### src/mcs_map.svh
// constants for the meter cycle and test sequencer
`ifndef MCS_MAP_SVH
`define MCS_MAP_SVH
`define MCS_CLK_HZ         250000000
`define MCS_TICK_MS        500
`define MCS_TICK_CYC       (`MCS_CLK_HZ / 1000 * `MCS_TICK_MS)
`define MCS_OPT_WIN_MIN    4
`define MCS_OPT_WIN_TICKS  (`MCS_OPT_WIN_MIN * 60 * 1000 / `MCS_TICK_MS)
`define MCS_TEST_HOURS     9
`define MCS_TEST_TICKS     (`MCS_TEST_HOURS * 3600 * 1000 / `MCS_TICK_MS)
`define MCS_PULSE_US       3900
`define MCS_PULSE_CYC      (`MCS_CLK_HZ / 1000000 * `MCS_PULSE_US)
`define MCS_MODE_ADAPT     3'h5
`define MCS_MODE_NORMAL    3'h6
`define MCS_MODE_FAST      3'h7
`define MCS_QTY_HEAT       2'h0
`define MCS_QTY_COOL       2'h1
`define MCS_QTY_VOL        2'h2
`define MCS_E_STD_DIV      32'h0000_03e8
`define MCS_V_STD_DIV      32'h0000_0064
`define MCS_STD_MOD        32'h05f5_e100
`define MCS_UNIT_WH        8'h01
`define MCS_UNIT_KWH       8'h02
`define MCS_UNIT_L         8'h03
`define MCS_SCALE_E0       8'h00
`define MCS_SCALE_EM2      8'h82
`define MCS_CRC_POLY       16'h1021
`endif

### src/mcs_pkg.sv
// types for the meter cycle and test sequencer
package mcs_pkg;
  typedef enum logic [2:0] {MCS_SEQ_4T, MCS_SEQ_4K, MCS_SEQ_8, MCS_SEQ_16, MCS_SEQ_32,
                            MCS_SEQ_64} mcs_seq_e;
  typedef enum logic {MCS_IDLE, MCS_AI} mcs_state_e;
  typedef struct packed {
    logic [3:0] spacing;
    logic [4:0] samples;
    logic [2:0] shift;
  } mcs_seq_s;
  typedef struct packed {
    logic [15:0] heat;
    logic [15:0] cool;
    logic [15:0] vol;
  } mcs_calc_s;
  typedef struct packed {
    logic [31:0] data;
    logic [31:0] stamp;
    logic [7:0]  unit;
    logic [7:0]  scale;
    logic [15:0] crc;
  } mcs_read_s;
endpackage

### src/mcs_pulse.sv
// fixed-width verification pulse train from a pending count
`include "mcs_map.svh"
module mcs_pulse #(
  parameter int unsigned PULSE_CYC = `MCS_PULSE_CYC
) (
  input  wire logic        clk,
  input  wire logic        rst_n,
  input  wire logic        enable,
  input  wire logic        add_valid,
  input  wire logic [16:0] add,
  output logic             pulse
);
  logic [31:0] pend;
  logic [31:0] cnt;
  logic        busy;

  // unsent weight carried on, dropped while enable is low
  always_ff @(posedge clk or negedge rst_n)
  begin
    if (!rst_n)
      pend <= '0;
    else if (!enable)
      pend <= '0;
    else
      pend <= pend + (add_valid ? 32'(add) : 32'h0000_0000)
              - ((!busy && pend != '0) ? 32'h0000_0001 : 32'h0000_0000);
  end

  // high for PULSE_CYC, then low for PULSE_CYC + 1
  always_ff @(posedge clk or negedge rst_n)
  begin
    if (!rst_n)
    begin
      cnt   <= '0;
      busy  <= 1'b0;
      pulse <= 1'b0;
    end
    else if (!enable)
    begin
      cnt   <= '0;
      busy  <= 1'b0;
      pulse <= 1'b0;
    end
    else if (!busy)
    begin
      if (pend != '0)
      begin
        busy  <= 1'b1;
        pulse <= 1'b1;
        cnt   <= 32'(PULSE_CYC) - 32'h0000_0001;
      end
    end
    else if (cnt != '0)
      cnt <= cnt - 32'h0000_0001;
    else if (pulse)
    begin
      pulse <= 1'b0;
      cnt   <= 32'(PULSE_CYC) - 32'h0000_0001;
    end
    else
      busy <= 1'b0;
  end
endmodule // mcs_pulse

### src/mcs_timer.sv
// retriggerable timeout counted in timebase ticks
module mcs_timer #(
  parameter int W = 17
) (
  input  wire logic         clk,
  input  wire logic         rst_n,
  input  wire logic         tick,
  input  wire logic         start,
  input  wire logic [W-1:0] limit,
  output logic              active
);
  logic [W-1:0] cnt;

  always_ff @(posedge clk or negedge rst_n)
  begin
    if (!rst_n)
      cnt <= '0;
    else if (start)
      cnt <= limit;
    else if (tick && cnt != '0)
      cnt <= cnt - W'(1);
  end

  assign active = (cnt != '0);
endmodule // mcs_timer

### src/mcs_top.sv
// meter cycle sequencer with test mode, auto-integration and fine readout
// Summary of operation
// - optical data enabled only four minutes after the latest key press
// - integration mode code 5 adaptive, 6 normal, 7 fast picks cycle times
// - test: 4 s, eight samples each 0.5 s; key mode: four at 1 s
// - slower: 8 s four at 2 s; 16, 32, 64 s sampling every 4 s
// - temperature and calculations once per sequence after its flow samples
// - shorted test points enter test mode regardless of configured mode
// - test mode ends at restart or after nine hours
// - test mode shows energies and volume at fine resolution
// - auto-integration adds equal simulated volume steps, energy from measured temps
// - serial command starts auto-integration; device flags it on receipt, first step at next sequence's calculation
// - locked device keeps auto-integration out of legal totals
// - fine volume in 10 mL, energy in Wh, readable by display and serial
// - flying read returns interpolated fine value with time stamp
// - serial read offers standard eight-digit value or fine register
// - verification pulses only in test mode
// - each verification pulse 3.9 ms wide
// - 1000 pulses per kWh, 100 pulses per litre
// - each returned value carries time stamp, unit, scale and CRC16
`include "mcs_map.svh"
module mcs_top #(
  parameter int unsigned TICK_CYC  = `MCS_TICK_CYC,
  parameter int unsigned PULSE_CYC = `MCS_PULSE_CYC
) (
  input  wire logic               clk,
  input  wire logic               rst_n,
  input  wire logic               key_press_pin,
  input  wire logic               test_short_pin,
  input  wire logic [2:0]         mode_cfg,
  input  wire logic               unlocked,
  input  wire logic               ai_start,
  input  wire logic [15:0]        ai_count,
  input  wire logic [15:0]        ai_vol_step,
  input  wire logic               calc_done,
  input  wire mcs_pkg::mcs_calc_s calc_res,
  input  wire logic               rd_req,
  input  wire logic [1:0]         rd_qty,
  input  wire logic               rd_fine,
  input  wire logic               rd_interp,
  output logic                    optical_en,
  output logic                    test_mode,
  output logic                    display_fine,
  output logic                    flow_sample,
  output logic                    temp_calc,
  output logic                    ai_active,
  output logic [15:0]             sim_vol,
  output logic [31:0]             heat_energy_total,
  output logic [31:0]             cooling_energy_total,
  output logic [31:0]             flow_volume_total,
  output logic [31:0]             heat_energy_fine,
  output logic [31:0]             cooling_energy_fine,
  output logic [31:0]             flow_volume_fine,
  output logic                    rd_valid,
  output mcs_pkg::mcs_read_s      rd,
  output logic                    energy_pulse,
  output logic                    volume_pulse
);
  logic [2:0]           key_s;
  logic [2:0]           tst_s;
  logic                 key_rise;
  logic                 tst_rise;
  logic [31:0]          pre_cnt;
  logic                 tick;
  logic [31:0]          ts;
  logic                 win_active;
  logic                 tst_active;
  mcs_pkg::mcs_seq_s    cfg;
  logic [3:0]           spc_cnt;
  logic [4:0]           smp_cnt;
  logic [7:0]           elapsed;
  logic                 seq_end;
  logic                 flow_seen;
  mcs_pkg::mcs_state_e  state;
  logic [15:0]          ai_left;
  logic                 calc_is_ai;
  logic [15:0]          vol_step;
  logic                 legal_ok;
  logic [15:0]          last_heat;
  logic [15:0]          last_cool;
  logic [15:0]          last_vol;
  logic [31:0]          int_stamp;
  logic [31:0]          sel_fine;
  logic [31:0]          sel_total;
  logic [15:0]          sel_last;
  mcs_pkg::mcs_read_s   next_rd;

  function automatic mcs_pkg::mcs_seq_s seq_of(input mcs_pkg::mcs_seq_e s);
    case (s)
      mcs_pkg::MCS_SEQ_4T: seq_of = '{spacing: 4'h1, samples: 5'h08, shift: 3'h3};
      mcs_pkg::MCS_SEQ_4K: seq_of = '{spacing: 4'h2, samples: 5'h04, shift: 3'h3};
      mcs_pkg::MCS_SEQ_8:  seq_of = '{spacing: 4'h4, samples: 5'h04, shift: 3'h4};
      mcs_pkg::MCS_SEQ_16: seq_of = '{spacing: 4'h8, samples: 5'h04, shift: 3'h5};
      mcs_pkg::MCS_SEQ_32: seq_of = '{spacing: 4'h8, samples: 5'h08, shift: 3'h6};
      default:             seq_of = '{spacing: 4'h8, samples: 5'h10, shift: 3'h7};
    endcase
  endfunction

  function automatic mcs_pkg::mcs_seq_e pick(input logic tm, input logic key,
                                              input logic [2:0] mode, input logic flow);
    if (tm)
      pick = mcs_pkg::MCS_SEQ_4T;
    else if (key)
      pick = mcs_pkg::MCS_SEQ_4K;
    else if (mode == `MCS_MODE_FAST)
      pick = mcs_pkg::MCS_SEQ_8;
    else if (mode == `MCS_MODE_ADAPT)
      pick = flow ? mcs_pkg::MCS_SEQ_16 : mcs_pkg::MCS_SEQ_64;
    else
      pick = mcs_pkg::MCS_SEQ_32;
  endfunction

  function automatic logic [15:0] crc16(input logic [79:0] d);
    logic [15:0] c;
    c = 16'h0000;
    for (int i = 79; i >= 0; i--)
      c = {c[14:0], 1'b0} ^ ((c[15] ^ d[i]) ? `MCS_CRC_POLY : 16'h0000);
    crc16 = c;
  endfunction

  assign key_rise = key_s[1] & ~key_s[2];
  assign tst_rise = tst_s[1] & ~tst_s[2];

  always_ff @(posedge clk or negedge rst_n)
  begin
    if (!rst_n)
    begin
      key_s <= '0;
      tst_s <= '0;
    end
    else
    begin
      key_s <= {key_s[1:0], key_press_pin};
      tst_s <= {tst_s[1:0], test_short_pin};
    end
  end

  // half-second timebase and time stamp
  always_ff @(posedge clk or negedge rst_n)
  begin
    if (!rst_n)
    begin
      pre_cnt <= '0;
      tick    <= 1'b0;
      ts      <= '0;
    end
    else
    begin
      tick    <= (pre_cnt == 32'(TICK_CYC) - 32'h0000_0001);
      pre_cnt <= (pre_cnt == 32'(TICK_CYC) - 32'h0000_0001) ? '0 : pre_cnt + 32'h0000_0001;
      ts      <= ts + (tick ? 32'h0000_0001 : 32'h0000_0000);
    end
  end

  mcs_timer #(.W(17)) u_win (
    .clk    (clk),
    .rst_n  (rst_n),
    .tick   (tick),
    .start  (key_rise),
    .limit  (17'(`MCS_OPT_WIN_TICKS)),
    .active (win_active)
  );

  mcs_timer #(.W(17)) u_test (
    .clk    (clk),
    .rst_n  (rst_n),
    .tick   (tick),
    .start  (tst_rise),
    .limit  (17'(`MCS_TEST_TICKS)),
    .active (tst_active)
  );

  always_ff @(posedge clk or negedge rst_n)
  begin
    if (!rst_n)
    begin
      optical_en   <= 1'b0;
      test_mode    <= 1'b0;
      display_fine <= 1'b0;
    end
    else
    begin
      optical_en   <= win_active;
      test_mode    <= tst_active;
      display_fine <= tst_active;
    end
  end

  always_ff @(posedge clk or negedge rst_n)
  begin
    if (!rst_n)
    begin
      cfg         <= seq_of(mcs_pkg::MCS_SEQ_32);
      spc_cnt     <= '0;
      smp_cnt     <= '0;
      elapsed     <= '0;
      seq_end     <= 1'b0;
      flow_sample <= 1'b0;
      temp_calc   <= 1'b0;
    end
    else
    begin
      flow_sample <= 1'b0;
      seq_end     <= 1'b0;
      temp_calc   <= seq_end;
      if (seq_end)
        cfg <= seq_of(pick(test_mode, optical_en, mode_cfg, flow_seen));
      if (tick)
      begin
        elapsed <= elapsed + 8'h01;
        if (spc_cnt == cfg.spacing - 4'h1)
        begin
          spc_cnt     <= '0;
          flow_sample <= 1'b1;
          if (smp_cnt == cfg.samples - 5'h01)
          begin
            smp_cnt <= '0;
            elapsed <= '0;
            seq_end <= 1'b1;
          end
          else
            smp_cnt <= smp_cnt + 5'h01;
        end
        else
          spc_cnt <= spc_cnt + 4'h1;
      end
    end
  end

  always_ff @(posedge clk or negedge rst_n)
  begin
    if (!rst_n)
    begin
      state      <= mcs_pkg::MCS_IDLE;
      ai_active  <= 1'b0;
      ai_left    <= '0;
      sim_vol    <= '0;
      calc_is_ai <= 1'b0;
    end
    else
    begin
      if (temp_calc)
        calc_is_ai <= (state == mcs_pkg::MCS_AI);
      case (state)
        mcs_pkg::MCS_IDLE:
          if (ai_start && ai_count != '0)
          begin
            state     <= mcs_pkg::MCS_AI;
            ai_active <= 1'b1;
            ai_left   <= ai_count;
            sim_vol   <= ai_vol_step;
          end
        mcs_pkg::MCS_AI:
          if (calc_done && calc_is_ai)
          begin
            ai_left <= ai_left - 16'h0001;
            if (ai_left == 16'h0001)
            begin
              state     <= mcs_pkg::MCS_IDLE;
              ai_active <= 1'b0;
            end
          end
        default:
          state <= mcs_pkg::MCS_IDLE;
      endcase
    end
  end

  assign vol_step = calc_is_ai ? sim_vol : calc_res.vol;
  assign legal_ok = !(calc_is_ai && !unlocked);

  always_ff @(posedge clk or negedge rst_n)
  begin
    if (!rst_n)
    begin
      heat_energy_fine     <= '0;
      cooling_energy_fine  <= '0;
      flow_volume_fine     <= '0;
      heat_energy_total    <= '0;
      cooling_energy_total <= '0;
      flow_volume_total    <= '0;
      last_heat            <= '0;
      last_cool            <= '0;
      last_vol             <= '0;
      int_stamp            <= '0;
      flow_seen            <= 1'b0;
    end
    else if (calc_done)
    begin
      heat_energy_fine    <= heat_energy_fine + 32'(calc_res.heat);
      cooling_energy_fine <= cooling_energy_fine + 32'(calc_res.cool);
      flow_volume_fine    <= flow_volume_fine + 32'(vol_step);
      if (legal_ok)
      begin
        heat_energy_total    <= heat_energy_total + 32'(calc_res.heat);
        cooling_energy_total <= cooling_energy_total + 32'(calc_res.cool);
        flow_volume_total    <= flow_volume_total + 32'(vol_step);
      end
      last_heat <= calc_res.heat;
      last_cool <= calc_res.cool;
      last_vol  <= vol_step;
      int_stamp <= ts;
      flow_seen <= (calc_res.vol != '0);
    end
  end

  always_comb
  begin
    case (rd_qty)
      `MCS_QTY_HEAT:
      begin
        sel_fine  = heat_energy_fine;
        sel_total = heat_energy_total;
        sel_last  = last_heat;
      end
      `MCS_QTY_COOL:
      begin
        sel_fine  = cooling_energy_fine;
        sel_total = cooling_energy_total;
        sel_last  = last_cool;
      end
      default:
      begin
        sel_fine  = flow_volume_fine;
        sel_total = flow_volume_total;
        sel_last  = last_vol;
      end
    endcase
    if (rd_interp)
    begin
      next_rd.data  = sel_fine + 32'((40'(sel_last) * 40'(elapsed)) >> cfg.shift);
      next_rd.stamp = ts;
    end
    else if (rd_fine)
    begin
      next_rd.data  = sel_fine;
      next_rd.stamp = int_stamp;
    end
    else
    begin
      next_rd.data  = (sel_total / ((rd_qty == `MCS_QTY_VOL) ? `MCS_V_STD_DIV : `MCS_E_STD_DIV))
                      % `MCS_STD_MOD;
      next_rd.stamp = int_stamp;
    end
    if (rd_qty == `MCS_QTY_VOL)
    begin
      next_rd.unit  = `MCS_UNIT_L;
      next_rd.scale = (rd_interp || rd_fine) ? `MCS_SCALE_EM2 : `MCS_SCALE_E0;
    end
    else
    begin
      next_rd.unit  = (rd_interp || rd_fine) ? `MCS_UNIT_WH : `MCS_UNIT_KWH;
      next_rd.scale = `MCS_SCALE_E0;
    end
    next_rd.crc = crc16({next_rd.data, next_rd.stamp, next_rd.unit, next_rd.scale});
  end

  always_ff @(posedge clk or negedge rst_n)
  begin
    if (!rst_n)
    begin
      rd_valid <= 1'b0;
      rd       <= '0;
    end
    else
    begin
      rd_valid <= rd_req;
      if (rd_req)
        rd <= next_rd;
    end
  end

  // one pulse per Wh and per 10 mL
  mcs_pulse #(.PULSE_CYC(PULSE_CYC)) u_epulse (
    .clk       (clk),
    .rst_n     (rst_n),
    .enable    (test_mode),
    .add_valid (calc_done),
    .add       (17'(calc_res.heat) + 17'(calc_res.cool)),
    .pulse     (energy_pulse)
  );

  mcs_pulse #(.PULSE_CYC(PULSE_CYC)) u_vpulse (
    .clk       (clk),
    .rst_n     (rst_n),
    .enable    (test_mode),
    .add_valid (calc_done),
    .add       (17'(vol_step)),
    .pulse     (volume_pulse)
  );
endmodule // mcs_top
### config.mk
export PLATFORM = sky130hd
export DESIGN_NAME = mcs_top
export DESIGN_NICKNAME = d
export VERILOG_FILES = /design/src/mcs_pkg.sv /design/src/mcs_pulse.sv /design/src/mcs_timer.sv /design/src/mcs_top.sv
export VERILOG_INCLUDE_DIRS = /design/src /design/src/src
export SDC_FILE = /design/constraint.sdc
export NUM_CORES = 2
export LEC_CHECK = 0
export BUFFER_PORTS_ARGS = -buffer_cell sky130_fd_sc_hd__buf_4
export CAP_MARGIN = 40
export CORE_UTILIZATION = 40
export DETAILED_ROUTE_END_ITERATION = 7
export GPL_TIMING_DRIVEN = 0
export PLACE_DENSITY = 0.64
export SLEW_MARGIN = 5
export SYNTH_ARGS = -nofsm -noshare
export SYNTH_HDL_FRONTEND = slang
export SYNTH_HIERARCHICAL = 1
export SYNTH_SLANG_ARGS = --single-unit
### constraint.sdc
create_clock -name clk -period 59.9 [get_ports clk]
set_input_delay 11.98 -clock clk [delete_from_list [all_inputs] [get_ports clk]]
set_output_delay 11.98 -clock clk [all_outputs]
set_load 0.01 [all_outputs]
* After elaboration in Yosys (flattened, before gate mapping)
Cells that the tools add are included.
** Storage, ports and cells
- RAM bits :: 0
- Flip-flop bits (word level) :: 676
- Input bits :: 95
- Output and inout port bits :: 313
- Memories :: 0
- Word-level logic and storage cells :: 450
- Bits in latches :: 0
- Memory bits (read-only) :: 0
** Operators by class
- Multipliers :: 1
- Order comparisons :: 0
- Divide/modulo/power cells :: 2
- Shift-type cells :: 1
- Add/sub/neg operators :: 24
- Reductions and logical operators :: 32
- Bitwise logic cells :: 164
- Mux-type cells :: 157
- Equal/unequal tests :: 21
** Operator list (count)
- bitwise XOR 16 x 13 -> 16 bit :: 77
- 2-to-1 mux 13 bit :: 80
- 2-to-1 mux 32 bit :: 13
- adder 32 x 16 -> 32 bit :: 6
- 2-to-1 mux 64 bit :: 2
- one-hot mux 32 bit (2 select lines) :: 2
- nonzero test 32 bit :: 4
- adder 32 bit :: 3
- 2-to-1 mux 17 bit :: 5
- bitwise XOR 1 bit :: 70
- 2-to-1 mux 16 bit :: 4
- one-hot mux 16 bit (2 select lines) :: 2
- subtractor 32 x 1 -> 32 bit (second input constant) :: 2
- subtractor 32 bit :: 2
- one-hot mux 12 bit (5 select lines) :: 1
- nonzero test 17 bit :: 2
- subtractor 17 x 1 -> 17 bit (second input constant) :: 2
- adder 32 x 1 -> 32 bit :: 1
- adder 32 x 1 -> 32 bit (second input constant) :: 1
- divider 32 x 32 -> 32 bit :: 1
- equality test 32 x 27 -> 1 bit (second input constant) :: 1
- remainder unit 32 x 27 -> 32 bit (second input constant) :: 1
- 2-to-1 mux 1 bit :: 32
- nonzero test 16 bit :: 2
- 43 further kinds :: 86

* Logic depth before layout (Yosys ltp)
- Word-level depth :: 239
- Mapped depth :: 303

* Cells and area by module
Netlist, hierarchy kept.
** Modules (own cells, without submodules)
- mcs_top :: area each 51785.9 um2, times used 1, seq. area each 12391.9 um2, cells an instance 6101
- mcs_pulse :: area each 5430.2 um2, times used 2, seq. area each 1651.6 um2, cells an instance 667
- mcs_timer :: area each 1114.8 um2, times used 2, seq. area each 425.4 um2, cells an instance 134

* Worst setup path after synthesis
No wires, ideal clock.
- Path kind :: input -> register
- From :: in rd_qty[1]
- To :: reg rd[12] (netlist bit)
- Slack :: -9.918 ns
- Setup time :: 0.125 ns
- Stages :: 284
- Data required time :: 59.775 ns
- Path buffers :: 27
- Arrival time :: 69.693 ns
- Path through :: buf_2 > nand2b_1 > buf_2 > inv_2 > ha_1 > or3_1 > a32o_1 > inv_1 > ha_1 > o21a_1 > or3_1 > o32a_1 > a21oi_1 > nor2_1 > nor2_1 > a21oi_1 > ha_1 > nand3_1 > [... 248 more ...] > nand2_1 > or4_1 > or4_1 > and3_1 > buf_4 > buf_2 > o21ai_0 > ha_1 > a21o_1 > a2111oi_0 > o2111ai_1 > nor3_1 > o2111ai_1 > a221oi_1 > a41oi_2 > a21o_2 > xnor3_1 > mux2_2
** Between the ends
- Longest elaborated chain between the ends :: 123
** Ends and longest elaborated chain
- from (decl) :: RTL line mcs_top.sv:38 : input wire logic [1:0] rd_qty,
- equality test 2 x 1 -> 1 bit, or another cell as far along :: RTL line mcs_top.sv:309 : case (rd_qty)
- one-hot mux 32 bit (2 select lines), or another cell as far along :: RTL line mcs_top.sv:309
- divider 32 x 32 -> 32 bit / multiplier 16 x 8 -> 24 bit (equally long branches) :: RTL line mcs_top.sv:341, mcs_top.sv:331
- remainder unit 32 x 27 -> 32 bit (no line) / >> shifter 24 x 3 -> 32 bit (equally long branches)
- 2-to-1 mux 64 bit / adder 32 bit (equally long branches) :: RTL line mcs_top.sv:334, mcs_top.sv:331
- 2-to-1 mux 64 bit :: RTL line mcs_top.sv:329 : if (rd_interp)
- bitwise XOR 1 bit :: RTL line mcs_top.sv:117 : c = {c[14:0], 1'b0} ^ ((c[15] ^ d[i]) ? `MCS_CRC_POLY : 16'h0000);
- 2-to-1 mux 13 bit :: RTL line mcs_top.sv:117
- [... 101 more ...]
- 2-to-1 mux 13 bit :: RTL line mcs_top.sv:117
- bitwise XOR 16 x 13 -> 16 bit (4 in series) :: RTL line mcs_top.sv:117
- bitwise XOR 1 bit :: RTL line mcs_top.sv:117
- 2-to-1 mux 13 bit :: RTL line mcs_top.sv:117
- bitwise XOR 16 x 13 -> 16 bit (4 in series) :: RTL line mcs_top.sv:117
- bitwise XOR 1 bit :: RTL line mcs_top.sv:117
- 2-to-1 mux 13 bit :: RTL line mcs_top.sv:117
- bitwise XOR 16 x 13 -> 16 bit * :: RTL line mcs_top.sv:117
- to (signal assigned) :: RTL line mcs_top.sv:369 : rd <= next_rd;
- to (decl) :: RTL line mcs_top.sv:55 : output mcs_pkg::mcs_read_s rd,
Mark *: on every way between the ends. The rest lies on a longest branch, timed or not.
A chain may end at the register's enable or synchronous reset.

* Final worst setup path
- From :: in rd_qty[0]
- To :: reg rd[15] (netlist bit)
** Between the ends
- Longest elaborated chain between the ends :: 124
** Ends and longest elaborated chain (RTL line)
- equality test 2 x 1 -> 1 bit, or another cell as far along :: mcs_top.sv:309
- one-hot mux 32 bit (2 select lines), or another cell as far along :: mcs_top.sv:309
- divider 32 x 32 -> 32 bit / multiplier 16 x 8 -> 24 bit (equally long branches) :: mcs_top.sv:341, mcs_top.sv:331
- remainder unit 32 x 27 -> 32 bit (no line) / >> shifter 24 x 3 -> 32 bit (equally long branches)
- 2-to-1 mux 64 bit / adder 32 bit (equally long branches) :: mcs_top.sv:334, mcs_top.sv:331
- 2-to-1 mux 64 bit :: mcs_top.sv:329
- 2-to-1 mux 13 bit :: mcs_top.sv:117
- bitwise XOR 14 x 13 -> 14 bit :: mcs_top.sv:117
- [... 99 more ...]
- 2-to-1 mux 13 bit :: mcs_top.sv:117
- bitwise XOR 16 x 13 -> 16 bit (4 in series) :: mcs_top.sv:117
- bitwise XOR 1 bit :: mcs_top.sv:117
- 2-to-1 mux 13 bit :: mcs_top.sv:117
- bitwise XOR 16 x 13 -> 16 bit (4 in series) :: mcs_top.sv:117
- bitwise XOR 1 bit :: mcs_top.sv:117
- 2-to-1 mux 13 bit :: mcs_top.sv:117
- bitwise XOR 16 x 13 -> 16 bit * (4 in series) :: mcs_top.sv:117
Marks and branches as above.

==> metrics.md <==
| Metric | Value |
|---|---|
| DRT antenna net count | `0` |
| Dpl hpwl | `181000 um` |
| Number of max-cap violations | `0` |
| Cell with the biggest individual delay on the critical path | `sky130_fd_sc_hd__or4_4` |
| Violations in the final reports | `negative setup slack` |
| DRC marker count from the first detailed-route iteration | `5089` |
| Routed via count | `63500` |
| Launching point of the worst reg2reg path | `cooling_energy_total[28]` |
| Fmax achieved | `15.4 MHz` |
| Hold WC Path Type | `reg2reg` |
| Period utilisation layout | `1.08` |
| EDFF count, synth | `0` |
| Worst setup margin | `-4900 ps` |
| Number of antenna violations at the first check in global routing | `8` |
| Congestion Overflow GR | `0` |
| Cell type group with the largest total delay on the critical path | `simple AND/OR/NAND/NOR gates` |
| CTS tree | `built` |
| Kind of end point of the critical path | `register` |
| Fraction of layout instances using a drive strength above 1 | `0.232` |
| Total buffers and inverters traversed by the critical path | `62` |
| Maximum fanout along the worst path | `10` |
| Fraction of the yosys area taken by sequential cells | `0.255` |
| Clock latency on the worst-skew pair | `730 ps` |
| H-tree depth | `3` |
| Overall die height | `405 um` |
| Number of hold buffers added after CTS | `0` |
| Clock slew seen by the registers of the worst setup and hold paths | `60 ps` |
| Final setup violation count | `18` |
| Site row count | `147` |
| Top FF cell, synth | `sky130_fd_sc_hd__dfrtp_1` |
| Post-layout min period | `64800 ps` |
| Number of buffers inserted during clock tree synthesis | `82` |
| Count of filler cells inserted in the layout | `15100` |
| NumNets Final | `9389` |
| Total area of multi-input combinational cells | `0.0487 mm2` |
| Worst hold start | `key_s[1]` |
| Number of instances in the synthesized netlist | `7703` |
| Type of the worst setup path | `in2reg` |
| Slew headroom | `0.274` |
| Via-per-instance ratio | `5.77` |
| Wire length reported by the detailed router | `238000 um` |
| CTS Root Buffer Type | `sky130_fd_sc_hd__clkbuf_16` |
| DRC errors left | `0` |
| Count of final max-slew check failures | `0` |
| Critical Path Start Type | `primary input` |
| Area growth from synthesis to layout | `26.1%` |
| Top register by number of flip-flops | `rd` |
| Arr. time, crit path | `65350 ps` |
| Yosys warnings | `6` |
| Most frequent cell on the critical path | `sky130_fd_sc_hd__buf_4` |
| Clock net sink count | `661` |
| Global-route wire length before repair | `361000 um` |
| CP peak stage delay | `610 ps` |
| Area of the mapped netlist | `0.0649 mm2` |
| First-pass iteration count of the detailed router | `6` |
| Number of flip-flops under the largest register name | `83` |
| Die boundary width | `405 um` |
| Floorplan die area | `0.164 mm2` |
| Worst setup skew after layout | `72.8 ps` |
| Wire length per cell | `21.7 um` |
| Largest net degree at the start of global routing | `119` |
| Library cells used by synthesis | `147` |
| Status | `complete, but fails checks` |
| Initial standard-cell utilization of the core | `0.404` |
| Number of top-level design ports | `408` |
| Number of port buffers | `393` |
| Setup repair after global routing missed its margin | `yes` |
| GRT Resource Usage Total | `0.282` |
| Sum Neg Setup Slack | `-57600 ps` |
| FF+latch area | `0.0165 mm2` |
| Critical Path RT | `60450 ps` |
| Buffer depth of the longest clock path | `3` |
| Routability congestion estimate from global placement | `0.959` |
| Placeable core area | `0.161 mm2` |
| Slew at the pin with the worst max-slew slack | `1080 ps` |
| Setup crit start | `rd_qty[0]` |
| Post-synthesis area per instance | `8.42 um2` |
| Via count of the first global-routing pass | `61000` |
| Async set-or-reset flop fraction in the synthesized netlist | `1.00` |
| Final number of hold-violating endpoints | `0` |
| Post-synthesis register bit count | `661` |
## Yosys cell counts (all sizes together), types with 73 or more instances
master / instances / share of area
nand2: 750 / 0.044
dfrtp: 657 / 0.25
nor2: 579 / 0.034
xnor2: 576 / 0.078
a21oi: 495 / 0.038
inv: 485 / 0.028
ha: 431 / 0.083
o21ai: 371 / 0.029
nand3: 246 / 0.019
xor2: 245 / 0.033
mux2i: 228 / 0.035
mux2: 227 / 0.040
nor3: 207 / 0.017
clkbuf: 157 / 0.0094
and2: 146 / 0.014
o21bai: 135 / 0.016
buf: 119 / 0.011
a21o: 105 / 0.012
nand4: 103 / 0.010
and3: 94 / 0.0091
fa: 94 / 0.029
nor4: 89 / 0.011
a31oi: 85 / 0.0090
o21a: 80 / 0.0094
nand2b: 76 / 0.0073
nor2b: 76 / 0.0073
or3: 74 / 0.0073
a211oi: 73 / 0.0095
## cell type report
type,instances,share of cell area
clock inverter,41,0.00733
timing repair buffer,941,0.0902
antenna,1,0.0000306
timing repair inverter,3,0.000321
buffer,269,0.0200
sequential,661,0.202
multi-input combinational,6326,0.595
tap,2160,0.0330
inverter,485,0.0225
clock buffer,112,0.0289
## cell usage in the layout, fill, tap and decap left out, drive strengths merged, types with 36 or more instances in the layout
master     n
nor2     579
nand4    103
o21ai    371
o22ai     40
nor4b     40
nor4      89
buf     1054
o21a      80
mux2i    228
inv      492
or3       74
conb      47
or2       69
nor3     207
or4       47
nand3    246
a211oi    73
nand2    751
clkbuf   264
o31ai     36
nand2b    76
a31oi     85
xnor2    576
o211ai    57
and2     146
dfrtp    657
a21o     105
fa        94
and3      94
nor3b     37
xor2     245
ha       431
a21oi    495
o21bai   135
mux2     227
nor2b     76
## routing by layer
layer / track usage / vias up / part of all wire
li1: - / 29600 / -
met1: 0.360 / 31000 / 0.41
met2: 0.453 / 2387 / 0.45
met3: 0.0718 / 521 / 0.090
met4: 0.110 / 10 / 0.045
met5: 0 / - / 0.00026
## cells by family after synthesis
logic type                 count (synthesis)  share of synthesized area
AOI/OAI and AO/OA                       1767                      0.181
xor gates and xnor gates                 829                      0.114
adders and majority gates                526                      0.112
buffers and inverters                    762                     0.0490
DFF                                      661                      0.255
muxes                                    455                     0.0749
other                                      2                   0.000116
and+or+nand+nor                         2701                      0.213
## what timing repair did
item,in CTS,in global routing
buffers inserted,397,112
cloned,5,0
pin swaps,253,149
setup endpoints to repair,23,20
hold endpoints to repair,0,0
gates resized for setup,351,158
## worst paths after layout
check                                              to  slack [ps]  cells after the start
worst max-delay path                           rd[15]       -4900                    297
worst min-delay path                         key_s[2]         360                      0
worst max register to register                 rd[15]        6250                    292
worst min register to register               key_s[2]         360                      0
max in group asynchronous       flow_volume_total[20]       46640                      4
min in group asynchronous                    tst_s[0]       11290                      1
## per-stage QoR
step	hold slack, ps	cell area, um2	worst slack, ps	utilization	std cells
after floorplan	331	66200	-3600	-	7748
after global placement	356	71900	-17540	0.447	10300
after detailed placement	354	72400	-17130	0.450	10300
after CTS	366	80200	-4030	0.499	10900
after global routing	381	81800	-6330	0.509	11000
final	363	81800	-4900	0.509	11000
Power is not shown: default switching activity piles up to over one toggle a cycle in this logic, so the estimate is an artifact.
